**src/ces_pkg.sv**
```systemverilog
package ces_pkg;
    // ----------------------------------------------------------
    // Register map and fields
    // ----------------------------------------------------------
    localparam logic [7:0] ADR_STATUS = 8'h00;
    localparam logic [7:0] ADR_VBASE = 8'h04;
    localparam logic [7:0] ADR_CTRL = 8'h08;
    localparam logic [7:0] ADR_BANK = 8'h0C;
    localparam int CTRL_SINGLE = 0;
    localparam int CTRL_BANK_EN = 1;
    localparam int CTRL_BANK_OVERFLOW_ACCEPT_ENABLE = 2;
    localparam int MASK_LSB = 4;
    localparam int MASK_MSB = 7;
    localparam logic [31:0] STATUS_RST = 32'h000000F0;
    localparam logic [31:0] VBASE_RST = 32'h00000000;
    localparam logic [2:0] CTRL_RST = 3'h0;
    localparam logic [3:0] MASK_NMI = 4'hF;
    // ----------------------------------------------------------
    // Priority levels and vectors
    // ----------------------------------------------------------
    localparam logic [4:0] LVL_NMI = 5'h10;
    localparam logic [4:0] LVL_FIXED = 5'h0F;
    localparam logic [8:0] VEC_CPU_AE = 9'h009;
    localparam logic [8:0] VEC_DMA_AE = 9'h00A;
    localparam logic [8:0] VEC_BANK_OVF = 9'h00F;
    localparam logic [8:0] VEC_BANK_UDF = 9'h010;
    localparam logic [3:0] BANK_FULL = 4'hF;
    localparam logic [31:0] WORD_STEP = 32'h00000004;
    // ----------------------------------------------------------
    // Address regions
    // ----------------------------------------------------------
    localparam logic [31:0] RAM_FETCH_LO = 32'hF0000000;
    localparam logic [31:0] RAM_FETCH_HI = 32'hF5FFFFFF;
    localparam logic [31:0] PERIPH_LO = 32'hFFFC0000;
    localparam logic [31:0] PERIPH_HI = 32'hFFFFFFFF;
    localparam logic [31:0] EXT_LO = 32'h04000000;
    localparam logic [31:0] EXT_HI = 32'hEFFFFFFF;
    // ----------------------------------------------------------
    // Types
    // ----------------------------------------------------------
    typedef enum logic [1:0] {SZ_BYTE, SZ_WORD, SZ_LONG, SZ_DLONG} ces_size_e;
    typedef enum logic [1:0] {MS_CPU, MS_DMA, MS_DTC} ces_master_e;
    typedef enum logic [1:0] {IS_NORMAL, IS_NMI, IS_BREAK, IS_DEBUG} ces_src_e;
    typedef struct packed {
        logic valid;
        logic fetch;
        ces_master_e master;
        ces_size_e size;
        logic [31:0] addr;
    } ces_access_s;
    typedef struct packed {
        logic req;
        ces_src_e src;
        logic [3:0] level;
        logic [8:0] vector;
    } ces_irq_s;
endpackage

```
**src/ces_addr_check.sv**
```systemverilog
`timescale 1ns/1ps
`default_nettype none
module ces_addr_check (
    input wire ces_pkg::ces_access_s acc_i,
    input wire logic single_chip_i,
    output logic fetch_err_o,
    output logic data_err_o
);
    logic periph;
    logic ram;
    logic ext;
    logic misal;
    always_comb begin
        periph = acc_i.addr >= ces_pkg::PERIPH_LO && acc_i.addr <= ces_pkg::PERIPH_HI;
        ram = acc_i.addr >= ces_pkg::RAM_FETCH_LO && acc_i.addr <= ces_pkg::RAM_FETCH_HI;
        ext = single_chip_i && acc_i.addr >= ces_pkg::EXT_LO && acc_i.addr <= ces_pkg::EXT_HI;
        unique case (acc_i.size)
            ces_pkg::SZ_BYTE: misal = 1'b0;
            ces_pkg::SZ_WORD: misal = acc_i.addr[0];
            ces_pkg::SZ_LONG: misal = |acc_i.addr[1:0];
            ces_pkg::SZ_DLONG: misal = |acc_i.addr[2:0];
        endcase
        // Peripheral ports size their own cycles up to a longword
        if (periph && acc_i.size != ces_pkg::SZ_DLONG) begin
            misal = 1'b0;
        end
        fetch_err_o = acc_i.valid && acc_i.fetch && (acc_i.addr[0] || periph || ram || ext);
        data_err_o = acc_i.valid && !acc_i.fetch && (misal || ext);
    end
endmodule
`default_nettype wire

```
**src/ces_irq_accept.sv**
```systemverilog
`timescale 1ns/1ps
`default_nettype none
module ces_irq_accept (
    input wire ces_pkg::ces_irq_s irq_i,
    input wire logic [3:0] mask_i,
    output logic [4:0] level_o,
    output logic accept_o,
    output logic uses_bank_o
);
    always_comb begin
        unique case (irq_i.src)
            ces_pkg::IS_NMI: level_o = ces_pkg::LVL_NMI;
            ces_pkg::IS_BREAK, ces_pkg::IS_DEBUG: level_o = ces_pkg::LVL_FIXED;
            ces_pkg::IS_NORMAL: level_o = {1'b0, irq_i.level};
        endcase
        accept_o = irq_i.req && (irq_i.src == ces_pkg::IS_NMI || level_o > {1'b0, mask_i});
        uses_bank_o = irq_i.src == ces_pkg::IS_NORMAL || irq_i.src == ces_pkg::IS_DEBUG;
    end
endmodule
`default_nettype wire

```
**src/ces_cpu_exception_sequencer.sv**
```systemverilog
// Operation
// - Odd-address instruction fetch raises an address error.
// - Fetch from peripheral space or F0000000..F5FFFFFF raises an address error.
// - In single-chip mode any external space access raises an address error.
// - Odd-address 16-bit data access by any master raises an address error.
// - Unaligned 32-bit data access raises an address error.
// - 64-bit data access off an eight-byte boundary raises an address error.
// - Byte, word, longword data accesses to peripheral space never raise an error.
// - Terminate the faulting cycle; enter handling after the instruction ends.
// - Address error: fetch vector, push status, push next pc, plain jump.
// - All banks full, accept enable set, banked interrupt accepted: overflow.
// - Bank restore with no saved bank raises bank underflow.
// - Bank errors push status, then next pc or the restore's own pc.
// - Overflow entry loads mask with the causing interrupt level.
// - Non-maskable interrupt is level 16 and always accepted.
// - Break and debug interrupts have fixed level 15.
// - Pin and peripheral levels are 0..15 only.
// - Maskable interrupt accepted only when level exceeds the mask.
// - Accepted interrupt fetches vector and pushes status and pc.
// - Banked interrupts save the register context into a bank.
// - No bank save for address errors, non-maskable or break interrupts.
// - Full banks with enable clear save context to the stack instead.
// - After saving, mask gets the level (F for non-maskable), then jump.
// - Vector entry address is vector base plus four times vector number.
//
// Our own choices: the Wishbone register port and the address map.
`timescale 1ns/1ps
`default_nettype none
module ces_cpu_exception_sequencer (
    input wire logic clk_i,
    input wire logic rst_i,
    input wire logic wb_cyc_i,
    input wire logic wb_stb_i,
    input wire logic wb_we_i,
    input wire logic [7:0] wb_adr_i,
    input wire logic [3:0] wb_sel_i,
    input wire logic [31:0] wb_dat_i,
    output logic [31:0] wb_dat_o,
    output logic wb_ack_o,
    input wire ces_pkg::ces_access_s acc_i,
    input wire ces_pkg::ces_irq_s irq_i,
    input wire logic insn_done_i,
    input wire logic [31:0] next_pc_i,
    input wire logic bank_restore_i,
    input wire logic [31:0] restore_pc_i,
    input wire logic [31:0] sp_i,
    input wire logic [31:0] mem_rdata_i,
    input wire logic mem_ack_i,
    input wire logic save_done_i,
    output logic abort_o,
    output logic irq_ack_o,
    output logic mem_req_o,
    output logic mem_we_o,
    output logic [31:0] mem_addr_o,
    output logic [31:0] mem_wdata_o,
    output logic bank_save_o,
    output logic stack_save_o,
    output logic [3:0] bank_index_o,
    output logic [10:0] bank_vec_offset_o,
    output logic bank_restore_ok_o,
    output logic jump_o,
    output logic [31:0] jump_pc_o,
    output logic [31:0] sp_new_o,
    output logic [31:0] status_word_o,
    output logic busy_o
);
    typedef enum logic [2:0] {ST_IDLE, ST_VEC, ST_PUSH_SR, ST_PUSH_PC, ST_SAVE, ST_JUMP} ces_state_e;

    // ----------------------------------------------------------
    // Checkers
    // ----------------------------------------------------------
    logic [31:0] vbase_q;
    logic [2:0] ctrl_q;
    logic fetch_err;
    logic data_err;
    logic [4:0] irq_level;
    logic irq_accept;
    logic irq_banked;
    ces_addr_check u_addr_check (
        .acc_i(acc_i),
        .single_chip_i(ctrl_q[ces_pkg::CTRL_SINGLE]),
        .fetch_err_o(fetch_err),
        .data_err_o(data_err)
    );
    ces_irq_accept u_irq_accept (
        .irq_i(irq_i),
        .mask_i(status_word_o[ces_pkg::MASK_MSB:ces_pkg::MASK_LSB]),
        .level_o(irq_level),
        .accept_o(irq_accept),
        .uses_bank_o(irq_banked)
    );

    // ----------------------------------------------------------
    // Pending errors
    // ----------------------------------------------------------
    ces_state_e state_q;
    logic ae_pend_q;
    logic [8:0] ae_vec_q;
    logic udf_pend_q;
    logic [31:0] udf_pc_q;
    logic [3:0] bank_cnt_q;
    logic take_ae;
    logic take_udf;
    logic take_irq;
    logic restore_ok;
    always_comb begin
        take_ae = state_q == ST_IDLE && insn_done_i && ae_pend_q;
        take_udf = state_q == ST_IDLE && insn_done_i && !ae_pend_q && udf_pend_q;
        take_irq = state_q == ST_IDLE && insn_done_i && !ae_pend_q && !udf_pend_q && irq_accept;
        restore_ok = bank_restore_i && bank_cnt_q != 4'h0;
    end

    always_ff @(posedge clk_i) begin
        if (rst_i) begin
            abort_o <= 1'b0;
        end else begin
            abort_o <= fetch_err || data_err;
        end
    end

    always_ff @(posedge clk_i) begin
        if (rst_i) begin
            ae_pend_q <= 1'b0;
            ae_vec_q <= ces_pkg::VEC_CPU_AE;
        end else if (fetch_err || data_err) begin
            ae_pend_q <= 1'b1;
            ae_vec_q <= (!acc_i.fetch && acc_i.master != ces_pkg::MS_CPU) ?
                ces_pkg::VEC_DMA_AE : ces_pkg::VEC_CPU_AE;
        end else if (take_ae) begin
            ae_pend_q <= 1'b0;
        end
    end

    always_ff @(posedge clk_i) begin
        if (rst_i) begin
            udf_pend_q <= 1'b0;
            udf_pc_q <= 32'h00000000;
        end else if (bank_restore_i && bank_cnt_q == 4'h0) begin
            udf_pend_q <= 1'b1;
            udf_pc_q <= restore_pc_i;
        end else if (take_udf) begin
            udf_pend_q <= 1'b0;
        end
    end

    // ----------------------------------------------------------
    // Entry sequencer
    // ----------------------------------------------------------
    logic [8:0] vec_q;
    logic [31:0] ret_pc_q;
    logic [31:0] sp_q;
    logic [31:0] handler_q;
    logic [3:0] new_mask_q;
    logic set_mask_q;
    logic save_bank_q;
    logic save_stack_q;
    logic save_wait_q;
    always_ff @(posedge clk_i) begin
        if (rst_i) begin
            state_q <= ST_IDLE;
            vec_q <= 9'h000;
            ret_pc_q <= 32'h00000000;
            sp_q <= 32'h00000000;
            handler_q <= 32'h00000000;
            new_mask_q <= 4'h0;
            set_mask_q <= 1'b0;
            save_bank_q <= 1'b0;
            save_stack_q <= 1'b0;
            save_wait_q <= 1'b0;
            irq_ack_o <= 1'b0;
            mem_req_o <= 1'b0;
            mem_we_o <= 1'b0;
            mem_addr_o <= 32'h00000000;
            mem_wdata_o <= 32'h00000000;
            bank_save_o <= 1'b0;
            stack_save_o <= 1'b0;
            bank_index_o <= 4'h0;
            bank_vec_offset_o <= 11'h000;
            jump_o <= 1'b0;
            jump_pc_o <= 32'h00000000;
            sp_new_o <= 32'h00000000;
        end else begin
            irq_ack_o <= 1'b0;
            bank_save_o <= 1'b0;
            stack_save_o <= 1'b0;
            jump_o <= 1'b0;
            unique case (state_q)
                ST_IDLE: begin
                    if (take_ae || take_udf || take_irq) begin
                        state_q <= ST_VEC;
                        sp_q <= sp_i;
                        mem_req_o <= 1'b1;
                        mem_we_o <= 1'b0;
                        save_bank_q <= 1'b0;
                        save_stack_q <= 1'b0;
                        set_mask_q <= 1'b0;
                        ret_pc_q <= next_pc_i;
                    end
                    if (take_ae) begin
                        vec_q <= ae_vec_q;
                        mem_addr_o <= vbase_q + {21'h000000, ae_vec_q, 2'b00};
                    end else if (take_udf) begin
                        vec_q <= ces_pkg::VEC_BANK_UDF;
                        ret_pc_q <= udf_pc_q;
                        mem_addr_o <= vbase_q + {21'h000000, ces_pkg::VEC_BANK_UDF, 2'b00};
                    end else if (take_irq) begin
                        irq_ack_o <= 1'b1;
                        set_mask_q <= 1'b1;
                        new_mask_q <= (irq_level == ces_pkg::LVL_NMI) ? ces_pkg::MASK_NMI : irq_level[3:0];
                        bank_vec_offset_o <= {irq_i.vector, 2'b00};
                        if (ctrl_q[ces_pkg::CTRL_BANK_EN] && irq_banked && bank_cnt_q == ces_pkg::BANK_FULL
                                && ctrl_q[ces_pkg::CTRL_BANK_OVERFLOW_ACCEPT_ENABLE]) begin
                            vec_q <= ces_pkg::VEC_BANK_OVF;
                            new_mask_q <= irq_level[3:0];
                            mem_addr_o <= vbase_q + {21'h000000, ces_pkg::VEC_BANK_OVF, 2'b00};
                        end else begin
                            vec_q <= irq_i.vector;
                            mem_addr_o <= vbase_q + {21'h000000, irq_i.vector, 2'b00};
                            save_bank_q <= ctrl_q[ces_pkg::CTRL_BANK_EN] && irq_banked
                                && bank_cnt_q != ces_pkg::BANK_FULL;
                            save_stack_q <= ctrl_q[ces_pkg::CTRL_BANK_EN] && irq_banked
                                && bank_cnt_q == ces_pkg::BANK_FULL;
                        end
                    end
                end
                ST_VEC: begin
                    if (mem_ack_i) begin
                        handler_q <= mem_rdata_i;
                        state_q <= ST_PUSH_SR;
                        mem_we_o <= 1'b1;
                        mem_addr_o <= sp_q - ces_pkg::WORD_STEP;
                        mem_wdata_o <= status_word_o;
                    end
                end
                ST_PUSH_SR: begin
                    if (mem_ack_i) begin
                        state_q <= ST_PUSH_PC;
                        mem_addr_o <= sp_q - ces_pkg::WORD_STEP - ces_pkg::WORD_STEP;
                        mem_wdata_o <= ret_pc_q;
                    end
                end
                ST_PUSH_PC: begin
                    if (mem_ack_i) begin
                        mem_req_o <= 1'b0;
                        mem_we_o <= 1'b0;
                        sp_new_o <= mem_addr_o;
                        save_wait_q <= 1'b0;
                        state_q <= (save_bank_q || save_stack_q) ? ST_SAVE : ST_JUMP;
                    end
                end
                ST_SAVE: begin
                    if (!save_wait_q) begin
                        save_wait_q <= 1'b1;
                        bank_save_o <= save_bank_q;
                        stack_save_o <= save_stack_q;
                        bank_index_o <= bank_cnt_q;
                    end else if (save_done_i) begin
                        state_q <= ST_JUMP;
                    end
                end
                ST_JUMP: begin
                    jump_o <= 1'b1;
                    jump_pc_o <= handler_q;
                    state_q <= ST_IDLE;
                end
            endcase
        end
    end

    always_ff @(posedge clk_i) begin
        if (rst_i) begin
            bank_cnt_q <= 4'h0;
            bank_restore_ok_o <= 1'b0;
        end else begin
            bank_restore_ok_o <= restore_ok;
            if (state_q == ST_SAVE && !save_wait_q && save_bank_q) begin
                bank_cnt_q <= bank_cnt_q + 4'h1;
            end else if (restore_ok) begin
                bank_cnt_q <= bank_cnt_q - 4'h1;
            end
        end
    end

    always_ff @(posedge clk_i) begin
        if (rst_i) begin
            busy_o <= 1'b0;
        end else begin
            busy_o <= !(state_q == ST_IDLE || (state_q == ST_JUMP));
        end
    end

    // ----------------------------------------------------------
    // Wishbone registers
    // ----------------------------------------------------------
    logic [31:0] wmask;
    logic wb_wr;
    always_comb begin
        wmask = {{8{wb_sel_i[3]}}, {8{wb_sel_i[2]}}, {8{wb_sel_i[1]}}, {8{wb_sel_i[0]}}};
        wb_wr = wb_cyc_i && wb_stb_i && wb_we_i && !wb_ack_o;
    end

    always_ff @(posedge clk_i) begin
        if (rst_i) begin
            wb_ack_o <= 1'b0;
            wb_dat_o <= 32'h00000000;
        end else begin
            wb_ack_o <= wb_cyc_i && wb_stb_i && !wb_ack_o;
            unique case (wb_adr_i)
                ces_pkg::ADR_STATUS: wb_dat_o <= status_word_o;
                ces_pkg::ADR_VBASE: wb_dat_o <= vbase_q;
                ces_pkg::ADR_CTRL: wb_dat_o <= {29'h00000000, ctrl_q};
                ces_pkg::ADR_BANK: wb_dat_o <= {26'h0000000, udf_pend_q, ae_pend_q, bank_cnt_q};
                default: wb_dat_o <= 32'h00000000;
            endcase
        end
    end

    always_ff @(posedge clk_i) begin
        if (rst_i) begin
            vbase_q <= ces_pkg::VBASE_RST;
            ctrl_q <= ces_pkg::CTRL_RST;
        end else if (wb_wr) begin
            if (wb_adr_i == ces_pkg::ADR_VBASE) begin
                vbase_q <= (vbase_q & ~wmask) | (wb_dat_i & wmask);
            end
            if (wb_adr_i == ces_pkg::ADR_CTRL && wb_sel_i[0]) begin
                ctrl_q <= wb_dat_i[2:0];
            end
        end
    end

    // Sequencer mask update wins over a software write in the same cycle
    always_ff @(posedge clk_i) begin
        if (rst_i) begin
            status_word_o <= ces_pkg::STATUS_RST;
        end else if (state_q == ST_JUMP && set_mask_q) begin
            status_word_o[ces_pkg::MASK_MSB:ces_pkg::MASK_LSB] <= new_mask_q;
        end else if (wb_wr && wb_adr_i == ces_pkg::ADR_STATUS) begin
            status_word_o <= (status_word_o & ~wmask) | (wb_dat_i & wmask);
        end
    end
endmodule
`default_nettype wire

```
**config.mk**
```make
export PLATFORM = sky130hd
export DESIGN_NAME = ces_cpu_exception_sequencer
export DESIGN_NICKNAME = d
export VERILOG_FILES = /design/src/ces_pkg.sv /design/src/ces_addr_check.sv /design/src/ces_irq_accept.sv /design/src/ces_cpu_exception_sequencer.sv
export SDC_FILE = /design/constraint.sdc
export NUM_CORES = 1
export LEC_CHECK = 0
export BUFFER_PORTS_ARGS = -buffer_cell sky130_fd_sc_hd__buf_2
export CAP_MARGIN = 20
export CORE_UTILIZATION = 35
export DETAILED_ROUTE_END_ITERATION = 10
export PLACE_DENSITY = 0.61
export SYNTH_ARGS = -nofsm -noshare
export SYNTH_HDL_FRONTEND = slang
export SYNTH_HIERARCHICAL = 1
export SYNTH_SLANG_ARGS = --single-unit
```
**constraint.sdc**
```tcl
create_clock -name clk_i -period 9.15 [get_ports clk_i]
set_input_delay 0.4575 -clock clk_i [delete_from_list [all_inputs] [get_ports clk_i]]
set_output_delay 0.4575 -clock clk_i [all_outputs]
set_load 0.005 [all_outputs]
```
; Word level (Yosys, flattened, before mapping)
; Cells that the tools add are included.
[op_classes]
n_addsub = 8
n_mux = 59
n_reduce_logical = 84
n_eq_ne = 25
order_cmp = 7
bitwise = 12
[ops]
columns = cell, count
row1 = $mux 32, 11
row2 = $pmux 32 s4, 1
row3 = $and 32x32->32, 3
row4 = $le 32x32->1 const B, 3
row5 = $pmux 32 s3, 1
row6 = $add 32x11->32, 2
row7 = $ge 32x32->1 const B, 2
row8 = $or 32x32->32, 2
row9 = $pmux 32 s2, 1
row10 = $sub 32x3->32 const B, 2
row11 = $add 32x6->32 const B, 1
row12 = $add 32x7->32 const B, 1
row13 = $ge 32x27->1 const B, 1
row14 = $logic_and 1x1->1, 32
row15 = $not 32->32, 1
row16 = $mux 1, 26
row17 = $mux 4, 5
row18 = $mux 3, 6
row19 = $pmux 3 s6, 1
row20 = $eq 8x4->1 const B, 2
row21 = $reduce_and 2->1, 8
row22 = $reduce_bool 2->1, 8
row23 = $pmux 5 s3, 1
row24 = $ne 2x2->1 const B, 7
row25 = other kinds (32), 67
[totals]
out_inout_bits = 217
register_bits = 404
wordCells = 230

; Logic depth before layout (Yosys ltp)
; Gate-level depths: netlist of run 1.
[depth]
depth_word = 13
mapped_depth = 17

; Hierarchy
; Netlist of run 1, hierarchy kept.
[modules_own_cells]
columns = module, area_each_um2, cells_per_inst, seq_area_each_um2, instances
row1 = ces_cpu_exception_sequencer, 17938.5, 2293, 7947.6, 1
row2 = ces_irq_accept, 211.5, 30, 0.0, 1
row3 = ces_addr_check, 106.4, 17, 0.0, 1

; Least setup slack after synthesis of run 1
; OpenSTA, ideal clock, no wires.
[synth_timing]
path_kind = input to register
from = input irq_i[13] in the netlist's numbering
to = register mem_addr_o[27]
setup_ps = 135
path_slack_ps = 5629
t_arrival_ps = 3386
path_stages = 17
path_buffers = 1
cell_sequence = inv_1 -> ha_1 -> inv_1 -> nand2_1 -> nor2_1 -> nand2_1 -> and2_1 -> ha_1 -> nand2_1 -> or3b_2 -> a311oi_1 -> o21ai_0 -> clkbuf_1 -> a21oi_1 -> xor2_1 -> a221oi_1 -> a211oi_2
[synth_between]
elab_chain_len = 10
[synth_rtl]
columns = element, line_no
row1 = from (decl), ces_cpu_exception_sequencer.sv:41  ; input wire ces_pkg::ces_irq_s irq_i,
row2 = $eq 2x2->1 or $logic_not 2->1 (tied branches), ces_irq_accept.sv:17  ; uses_bank_o = irq_i.src == ces_pkg::IS_NORMAL || irq_i.src == ces_pkg::IS_DEBUG;
row3 = $logic_or 1x1->1 *, ces_irq_accept.sv:17
row4 = via irq_banked, ces_cpu_exception_sequencer.sv:78  ; logic irq_banked;
row5 = $logic_and 1x1->1 * (2 in series), ces_cpu_exception_sequencer.sv:211  ; if (ctrl_q[ces_pkg::CTRL_BANK_EN] && irq_banked && bank_cnt_q == ces_pkg::BANK_FULL
row6 = $logic_and 1x1->1 *, ces_cpu_exception_sequencer.sv:212  ; && ctrl_q[ces_pkg::CTRL_BANK_OVERFLOW_ACCEPT_ENABLE]) begin
row7 = $mux 32 *, ces_cpu_exception_sequencer.sv:211
row8 = $mux 32 *, ces_cpu_exception_sequencer.sv:206  ; end else if (take_irq) begin
row9 = $mux 32 *, ces_cpu_exception_sequencer.sv:202  ; end else if (take_udf) begin
row10 = $mux 32 *, ces_cpu_exception_sequencer.sv:199  ; if (take_ae) begin
row11 = $pmux 32 s3 *, ces_cpu_exception_sequencer.sv:187  ; unique case (state_q)
row12 = to (signal assigned), ces_cpu_exception_sequencer.sv:201  ; mem_addr_o <= vbase_q + {21'h000000, ae_vec_q, 2'b00};
row13 = to (signal assigned), ces_cpu_exception_sequencer.sv:205  ; mem_addr_o <= vbase_q + {21'h000000, ces_pkg::VEC_BANK_UDF, 2'b00};
row14 = to (signal assigned), ces_cpu_exception_sequencer.sv:215  ; mem_addr_o <= vbase_q + {21'h000000, ces_pkg::VEC_BANK_OVF, 2'b00};
row15 = to (decl), ces_cpu_exception_sequencer.sv:54  ; output logic [31:0] mem_addr_o,
; The timed path passes the listed nets; every way through them passes the cells marked *. The select of a mux whose other input is x is not followed.
; A chain may end at the register's enable or synchronous reset.

; Worst setup path in the final report of run 1
[layout_timing]
from = register sp_q[2]
to = register mem_addr_o[30]
[layout_between]
elab_chain_len = 4
[layout_rtl]
columns = element, line_no
row1 = from (decl), ces_cpu_exception_sequencer.sv:151  ; logic [31:0] sp_q;
row2 = from (signal assigned), ces_cpu_exception_sequencer.sv:191  ; sp_q <= sp_i;
row3 = $sub 32x3->32 *, "ces_cpu_exception_sequencer.sv:231, ces_cpu_exception_sequencer.sv:238"
row4 = $sub 32x3->32, ces_cpu_exception_sequencer.sv:238  ; mem_addr_o <= sp_q - ces_pkg::WORD_STEP - ces_pkg::WORD_STEP;
row5 = $mux 32, ces_cpu_exception_sequencer.sv:236  ; if (mem_ack_i) begin
row6 = $pmux 32 s3 *, ces_cpu_exception_sequencer.sv:187
row7 = to (signal assigned), ces_cpu_exception_sequencer.sv:201
row8 = to (signal assigned), ces_cpu_exception_sequencer.sv:231  ; mem_addr_o <= sp_q - ces_pkg::WORD_STEP;
row9 = to (signal assigned), ces_cpu_exception_sequencer.sv:238
; Mark *: on every way between the ends. The rest lies on a longest branch, timed or not. The select of a mux whose other input is x is not followed.

==> impl_metrics.toml, run 1 <==
[floorplan]
die_x_um = 230
initial_core_util_pct = 35.5
core_um2 = 51400
io_pins = 452
row_count = 83
die_y_um = 230
die_area_um2 = 53100

[sta]
setup_viol = 0
drv_slew = 0
fin_skew_ns = 0.0155
final-hold-violation-count = 0
fin_setup_tns_ns = 0
fmax_mhz = 243
max-slew-margin-rel_pct = 27.4
period_minus_slack_ns = 4.12
rsz0062_at_grt = "false"
fin_crit_sh_pct = 45.1
tightest_slew_ns = 1.09
whs_ns = 0.112

[clock_network]
postCtsSetupRepairBufs = 0
numCtsBuffers = 45
cts_root_buf = "clkbuf_16"
tritoncts = "built"
path_clk_slew_ns = 0.06
ctsHtreeMaxLevel = 2
post_cts_resized = 0
cts_max_path_buffers = 3
postCtsHoldBufs = 0
insertion_delay_ns = 0.58
cts_sinks = 397

[critical_path]
cp_slowest_stage_delay_ns = 0.75
required_ns = 9.63
cp_cell_sequence = "inv_1, ha_1, o21bai_1, a211o_1, a31o_2, nor3_1, nor4bb_1, and4_1, o21ai_1, a211oi_1"
critical_path.max_fanout = 13
worstSetupEndpointType = "flop"
criticalPathCategory = "reg2reg"
crit_path_start_kind = "flop"
r2r_slack_ns = 5.03
arrival_ns = 4.60
crit_slowest_cell = "nor4bb_1"

[power]
max-vdd-ir-drop_mv = 0.142
power.leakage_uw = 0.00893
power.density_nw_per_um2 = 257

[route]
drt-pass1-iter-count = 5
drt_wl_total_um = 63400
vias = 18100
ant_nets = 0
first_iter_violations = 1249
drc = 0
via_per_inst = 5.32
routed_wire_length_per_instance_um = 18.7

[global_route]
first_global_vias = 17200
grt_max_degree = 154
grtUsageMet3_pct = 4.67
grt_usage_pct = 23.1
gr-usage-met1_pct = 29.1
grtUsageMet2_pct = 39.5
grt_pass1_wl_um = 97400
overflow = 0
antenna_found_initial = 7
grt-busiest-layer = "met2"

[cells_and_area]
area_delta_synth_final_pct = 22.8
utilization_pct = 43.6
seqCellArea_um2 = 7950
final_cell_mix = "nand2_1 (599), buf_2 (433), dfxtp_1 (397)"
final_common_cell = "nand2_1"
final_cells = 3397
fillers = 5316
multiInputGateArea_um2 = 9630
layout.nets = 2940
drive_above_1_share_pct = 21.4

[job]
drv_cap = 0

[synth]
synth-main-ff-cell = "dfxtp_1"
yosysWarnings = 6
synth_cell_types = 84
syn_inst = 2340
synth_edf_count = 0
ys_seq_area_share_pct = 43.5
syn_avg_cell_area_um2 = 7.80
async_flop_share_pct = 0
synth_area_um2 = 18300
synth_seq_cells = 397

[place]
dp_hpwl_um = 46400
placedCellCount = 3310
numPortBuffers = 434
gp_congestion = 0.868

[min_path]
hold_path.class = "in2reg"

[outcome]
status = "finished, final reports clean"
[layer usage]
metal  part of all wire, %  vias to the layer above
li1                      -                     8764
met5                 0.036                        -
met3                   7.3                       96
met4                   2.6                        4
met2                    48                      631
met1                    42                     8574
[metrics by stage]
| step | setup WS [ns] | power, uW | cell area [um2] |
|---|---|---|---|
| finish | 5.03 | 5750 | 22400 |
| global route | 4.71 | 6080 | 22400 |
| CTS | 5.11 | 5800 | 22400 |
| detailed placement | 4.90 | 3930 | 20900 |
| global placement | 4.97 | 3870 | 20800 |
| floorplan | 5.63 | 3310 | 18300 |
[Yosys cell counts, drive strengths merged (7+ instances only)]
cell | count | area share (%)
nand2 | 601 | 12
dfxtp | 397 | 44
a21oi | 292 | 8.0
nor2 | 197 | 4.1
clkbuf | 150 | 3.1
o21ai | 74 | 2.0
nand3 | 55 | 1.6
nor3 | 48 | 1.4
xor2 | 43 | 2.1
mux2i | 42 | 2.3
a311oi | 40 | 1.9
a22oi | 35 | 1.4
xnor2 | 32 | 1.5
a211oi | 24 | 1.1
ha | 24 | 1.6
inv | 22 | 0.45
nor4 | 21 | 0.92
nand2b | 18 | 0.62
buf | 17 | 0.55
and2 | 16 | 0.55
a221oi | 15 | 0.72
a31oi | 15 | 0.51
nand4 | 15 | 0.51
or2 | 12 | 0.41
or3 | 11 | 0.38
and3 | 10 | 0.34
nor2b | 9 | 0.31
nor4b | 8 | 0.55
o21bai | 7 | 0.29
o221ai | 7 | 0.34
o22ai | 7 | 0.24
[power by group]
group	internal [uW]	leakage (uW)	switching [uW]
logic	637	0.00496	1100
registers	1950	0.00322	215
clock network	1100	0.000749	754
total	3680	0.00893	2070
[layout make-up]
class                      count  area share, %
sequential                   397           35.4
inverter                      22          0.368
multi-input combinational   1755           42.9
clock buffer                  61           5.74
tap                          680           3.79
clock inverter                19           1.01
antenna                        6         0.0670
timing repair buffer         457           10.7
[kinds of logic (layout without fill, tap and decap cells)]
family | Yosys count | count (layout) | synth area share, %
XOR/XNOR | 75 | 75 | 3.60
flip-flops | 397 | 397 | 43.5
other | 1 | 8 | 0.0205
buffers and inverters | 189 | 559 | 4.08
multiplexers | 45 | 45 | 2.67
adder cells (fa/ha/maj) | 27 | 27 | 1.97
AO/OA/AOI/OAI | 555 | 555 | 18.6
AND/OR/NAND/NOR | 1051 | 1051 | 25.5
[final timing paths]
kind                             startpoint                          end  cells past startpoint
setup / recovery       sp_q[2]$_SDFFE_PP0P_  mem_addr_o[30]$_SDFFE_PP0P_                     10
hold / removal              restore_pc_i[3]     udf_pc_q[3]$_SDFFE_PP0P_                      3
setup reg to reg       sp_q[2]$_SDFFE_PP0P_  mem_addr_o[30]$_SDFFE_PP0P_                     10
hold reg to reg   sp_new_o[15]$_SDFFE_PP0P_    sp_new_o[15]$_SDFFE_PP0P_                      2
[worst max-delay path, delay by kind of cell (launching register included)]
kind / cells / cell delay (ns)
AOI/OAI and AO/OA: 5 / 1.26
adders and majority gates: 1 / 0.33
buffers and inverters: 1 / 0.12
DFF: 1 / 0.59
and+or+nand+nor: 3 / 1.72
No activity file was read; power rests on OpenSTA's default activity.
==> inputs of run 2 (changes only) <==
ABC_AREA = 1   (was default)
clock period = 4.2 ns   (was 9.15 ns; I/O delays follow)
==> impl_metrics.toml, run 2 <==
[outcome]
status = "finished, final reports clean"

[place]
gp_congestion = 0.924
dp_hpwl_um = 49100
numPortBuffers = 434

[route]
via_per_inst = 5.06
first_iter_violations = 1442
drc = 0
ant_nets = 0
drt_wl_total_um = 69700
vias = 20700
routed_wire_length_per_instance_um = 17.1
drt-pass1-iter-count = 5

[synth]
ys_seq_area_share_pct = 41.4
synth_cell_types = 50
yosysWarnings = 6
synth-main-ff-cell = "dfxtp_1"
synth_area_leader_cell = "dfxtp_1"
synth_seq_cells = 397
syn_avg_cell_area_um2 = 6.87
async_flop_share_pct = 0
syn_inst = 2796
ys_top_cells_by_count = "nand2_1 (551), dfxtp_1 (397), nor2_1 (333)"
synth_area_um2 = 19200
synth_top_area_share_pct = 41.4
synth_edf_count = 0
synthTopCellsByArea = "dfxtp_1 (41%), nand2_1 (11%), a21oi_1 (7.7%), o21ai_0 (7.6%), nor2_1 (6.5%)"
yosysMostFrequentCell = "nand2_1"

[clock_network]
postCtsHoldBufs = 185
path_clk_slew_ns = 0.06
cts_sinks = 397
insertion_delay_ns = 0.58
ctsHtreeMaxLevel = 2
cts_max_path_buffers = 3
postCtsSetupRepairBufs = 0
numCtsBuffers = 46
cts_root_buf = "clkbuf_16"
tritoncts = "built"
post_cts_resized = 0

[critical_path]
crit_path_start_kind = "flop"
critical_path.max_fanout = 10
required_ns = 4.69
criticalPathCategory = "reg2reg"
worstSetupEndpointType = "flop"
arrival_ns = 4.40

[floorplan]
die_area_um2 = 55800
row_count = 85
core_um2 = 54000
io_pins = 452
die_y_um = 236
initial_core_util_pct = 35.6
die_x_um = 236

[min_path]
hold_path.class = "in2reg"

[job]
drv_cap = 0

[power]
total_power_uw = 14000
power.net_switching_uw = 5420
switching_share_pct = 38.8
max-vdd-ir-drop_mv = 0.293
power_frac_comb_pct = 35.6
power.density_nw_per_um2 = 548
clockPowerShare_pct = 30.4
power.leakage_uw = 0.0115
p_int_uw = 8540
seq_power_share_pct = 34.1

[cells_and_area]
drive_above_1_share_pct = 19.7
final_common_cell = "nand2_1"
fillers = 5536
final_cell_mix = "nand2_1 (550), buf_2 (433), dfxtp_1 (397)"
layout.nets = 3614
area_delta_synth_final_pct = 32.6

[global_route]
antenna_found_initial = 2
overflow = 0
first_global_vias = 19600
grt_pass1_wl_um = 109000
grt_max_degree = 142
grt_usage_pct = 24.5

[sta]
max-slew-margin-rel_pct = 34.7
period_minus_slack_ns = 3.91
final-hold-violation-count = 0
tightest_slew_ns = 0.980
rsz0062_at_grt = "false"
fmax_mhz = 256
fin_setup_tns_ns = 0
setup_viol = 0
fin_crit_sh_pct = 93.1
fin_skew_ns = 0.0207
whs_ns = 0.0284
drv_slew = 0
==> run 2: path summary, 6_finish.rpt <==
path                         startpoint                     endpoint  slack [ns]  cells after the start
max reg2reg  bank_cnt_q[0]$_SDFFE_PP0P_  mem_addr_o[13]$_SDFFE_PP0P_        0.29                     21
max          bank_cnt_q[0]$_SDFFE_PP0P_  mem_addr_o[13]$_SDFFE_PP0P_        0.29                     21
min                       next_pc_i[13]    ret_pc_q[13]$_SDFFE_PP0N_        0.03                      4
min reg2reg   udf_pc_q[27]$_SDFFE_PP0P_    udf_pc_q[27]$_SDFFE_PP0P_        0.44                      2
==> run 2: worst max-delay path, stage by stage, from the launching register on <==
cell and delay (ns):
dfxtp_1 0.41, inv_1 0.12, nor4_1 0.51, inv_1 0.13, nor2_1 0.16, nand2_1 0.27, nand2_1 0.16, inv_1 0.05
ha_1 0.35, inv_1 0.08, o21bai_1 0.17, a21boi_0 0.11, nand2_1 0.11, nand2_1 0.06, nand2_1 0.10, nand2_1 0.08
nand2_1 0.15, nand2_1 0.09, o21ai_0 0.40, nand3_1 0.17, nand2_1 0.09, inv_1 0.04
==> run 2: cells by family (layout without fill, tap and decap cells) <==
logic type | after synthesis | in the layout | synth area share (%)
simple gates | 1244 | 1244 | 28.4
compound gates | 698 | 698 | 19.5
buf+inv | 421 | 1013 | 8.51
fa+ha+maj | 27 | 27 | 1.88
flops | 397 | 397 | 41.4
xor+xnor | 8 | 8 | 0.365
other cells | 1 | 3 | 0.0195
==> run 2: final cells by class <==
type,instances,area (um2),area share [%]
Tap cell,696,871,3.42
Clock buffer,70,1400,5.51
Timing Repair Buffer,658,4360,17.1
Antenna cell,1,2.50,0.00982
Inverter,270,1020,4.00
Sequential cell,397,7950,31.2
Clock inverter,15,203,0.796
Multi-Input combinational cell,1979,9670,38.0
==> run 2: metal layers <==
layer | GRT usage (%) | vias up | part of all wire [%]
met1 | 32.1 | 9559 | 45
met2 | 40.9 | 625 | 47
met3 | 3.37 | 139 | 5.2
li1 | - | 10400 | -
met4 | 8.78 | 0 | 3.3
met5 | 0 | - | 0
==> run 2: stage by stage <==
stage	utilization (%)	instance area (um2)	setup WS, ns	std cells
6_report	47.2	25500	0.291	4086
5_1_grt	47.2	25500	0.00700	4086
4_1_cts	47.1	25400	0.349	4084
3_5_place_dp	40.7	22000	0.432	3814
3_3_place_gp	40.7	22000	0.497	3814
2_1_floorplan	-	19200	1.38	2797
==> run 2: power groups by stage <==
stage                     Sequential [uW]  Clock (uW)  Combinational [uW]
after floorplan                      4750           0                3410
after global placement               4830           0                4770
after CTS                            4760        4330                4960
final                                4760        4240                4970
after detailed placement             4830           0                4800
after global routing                 4830        4480                5620
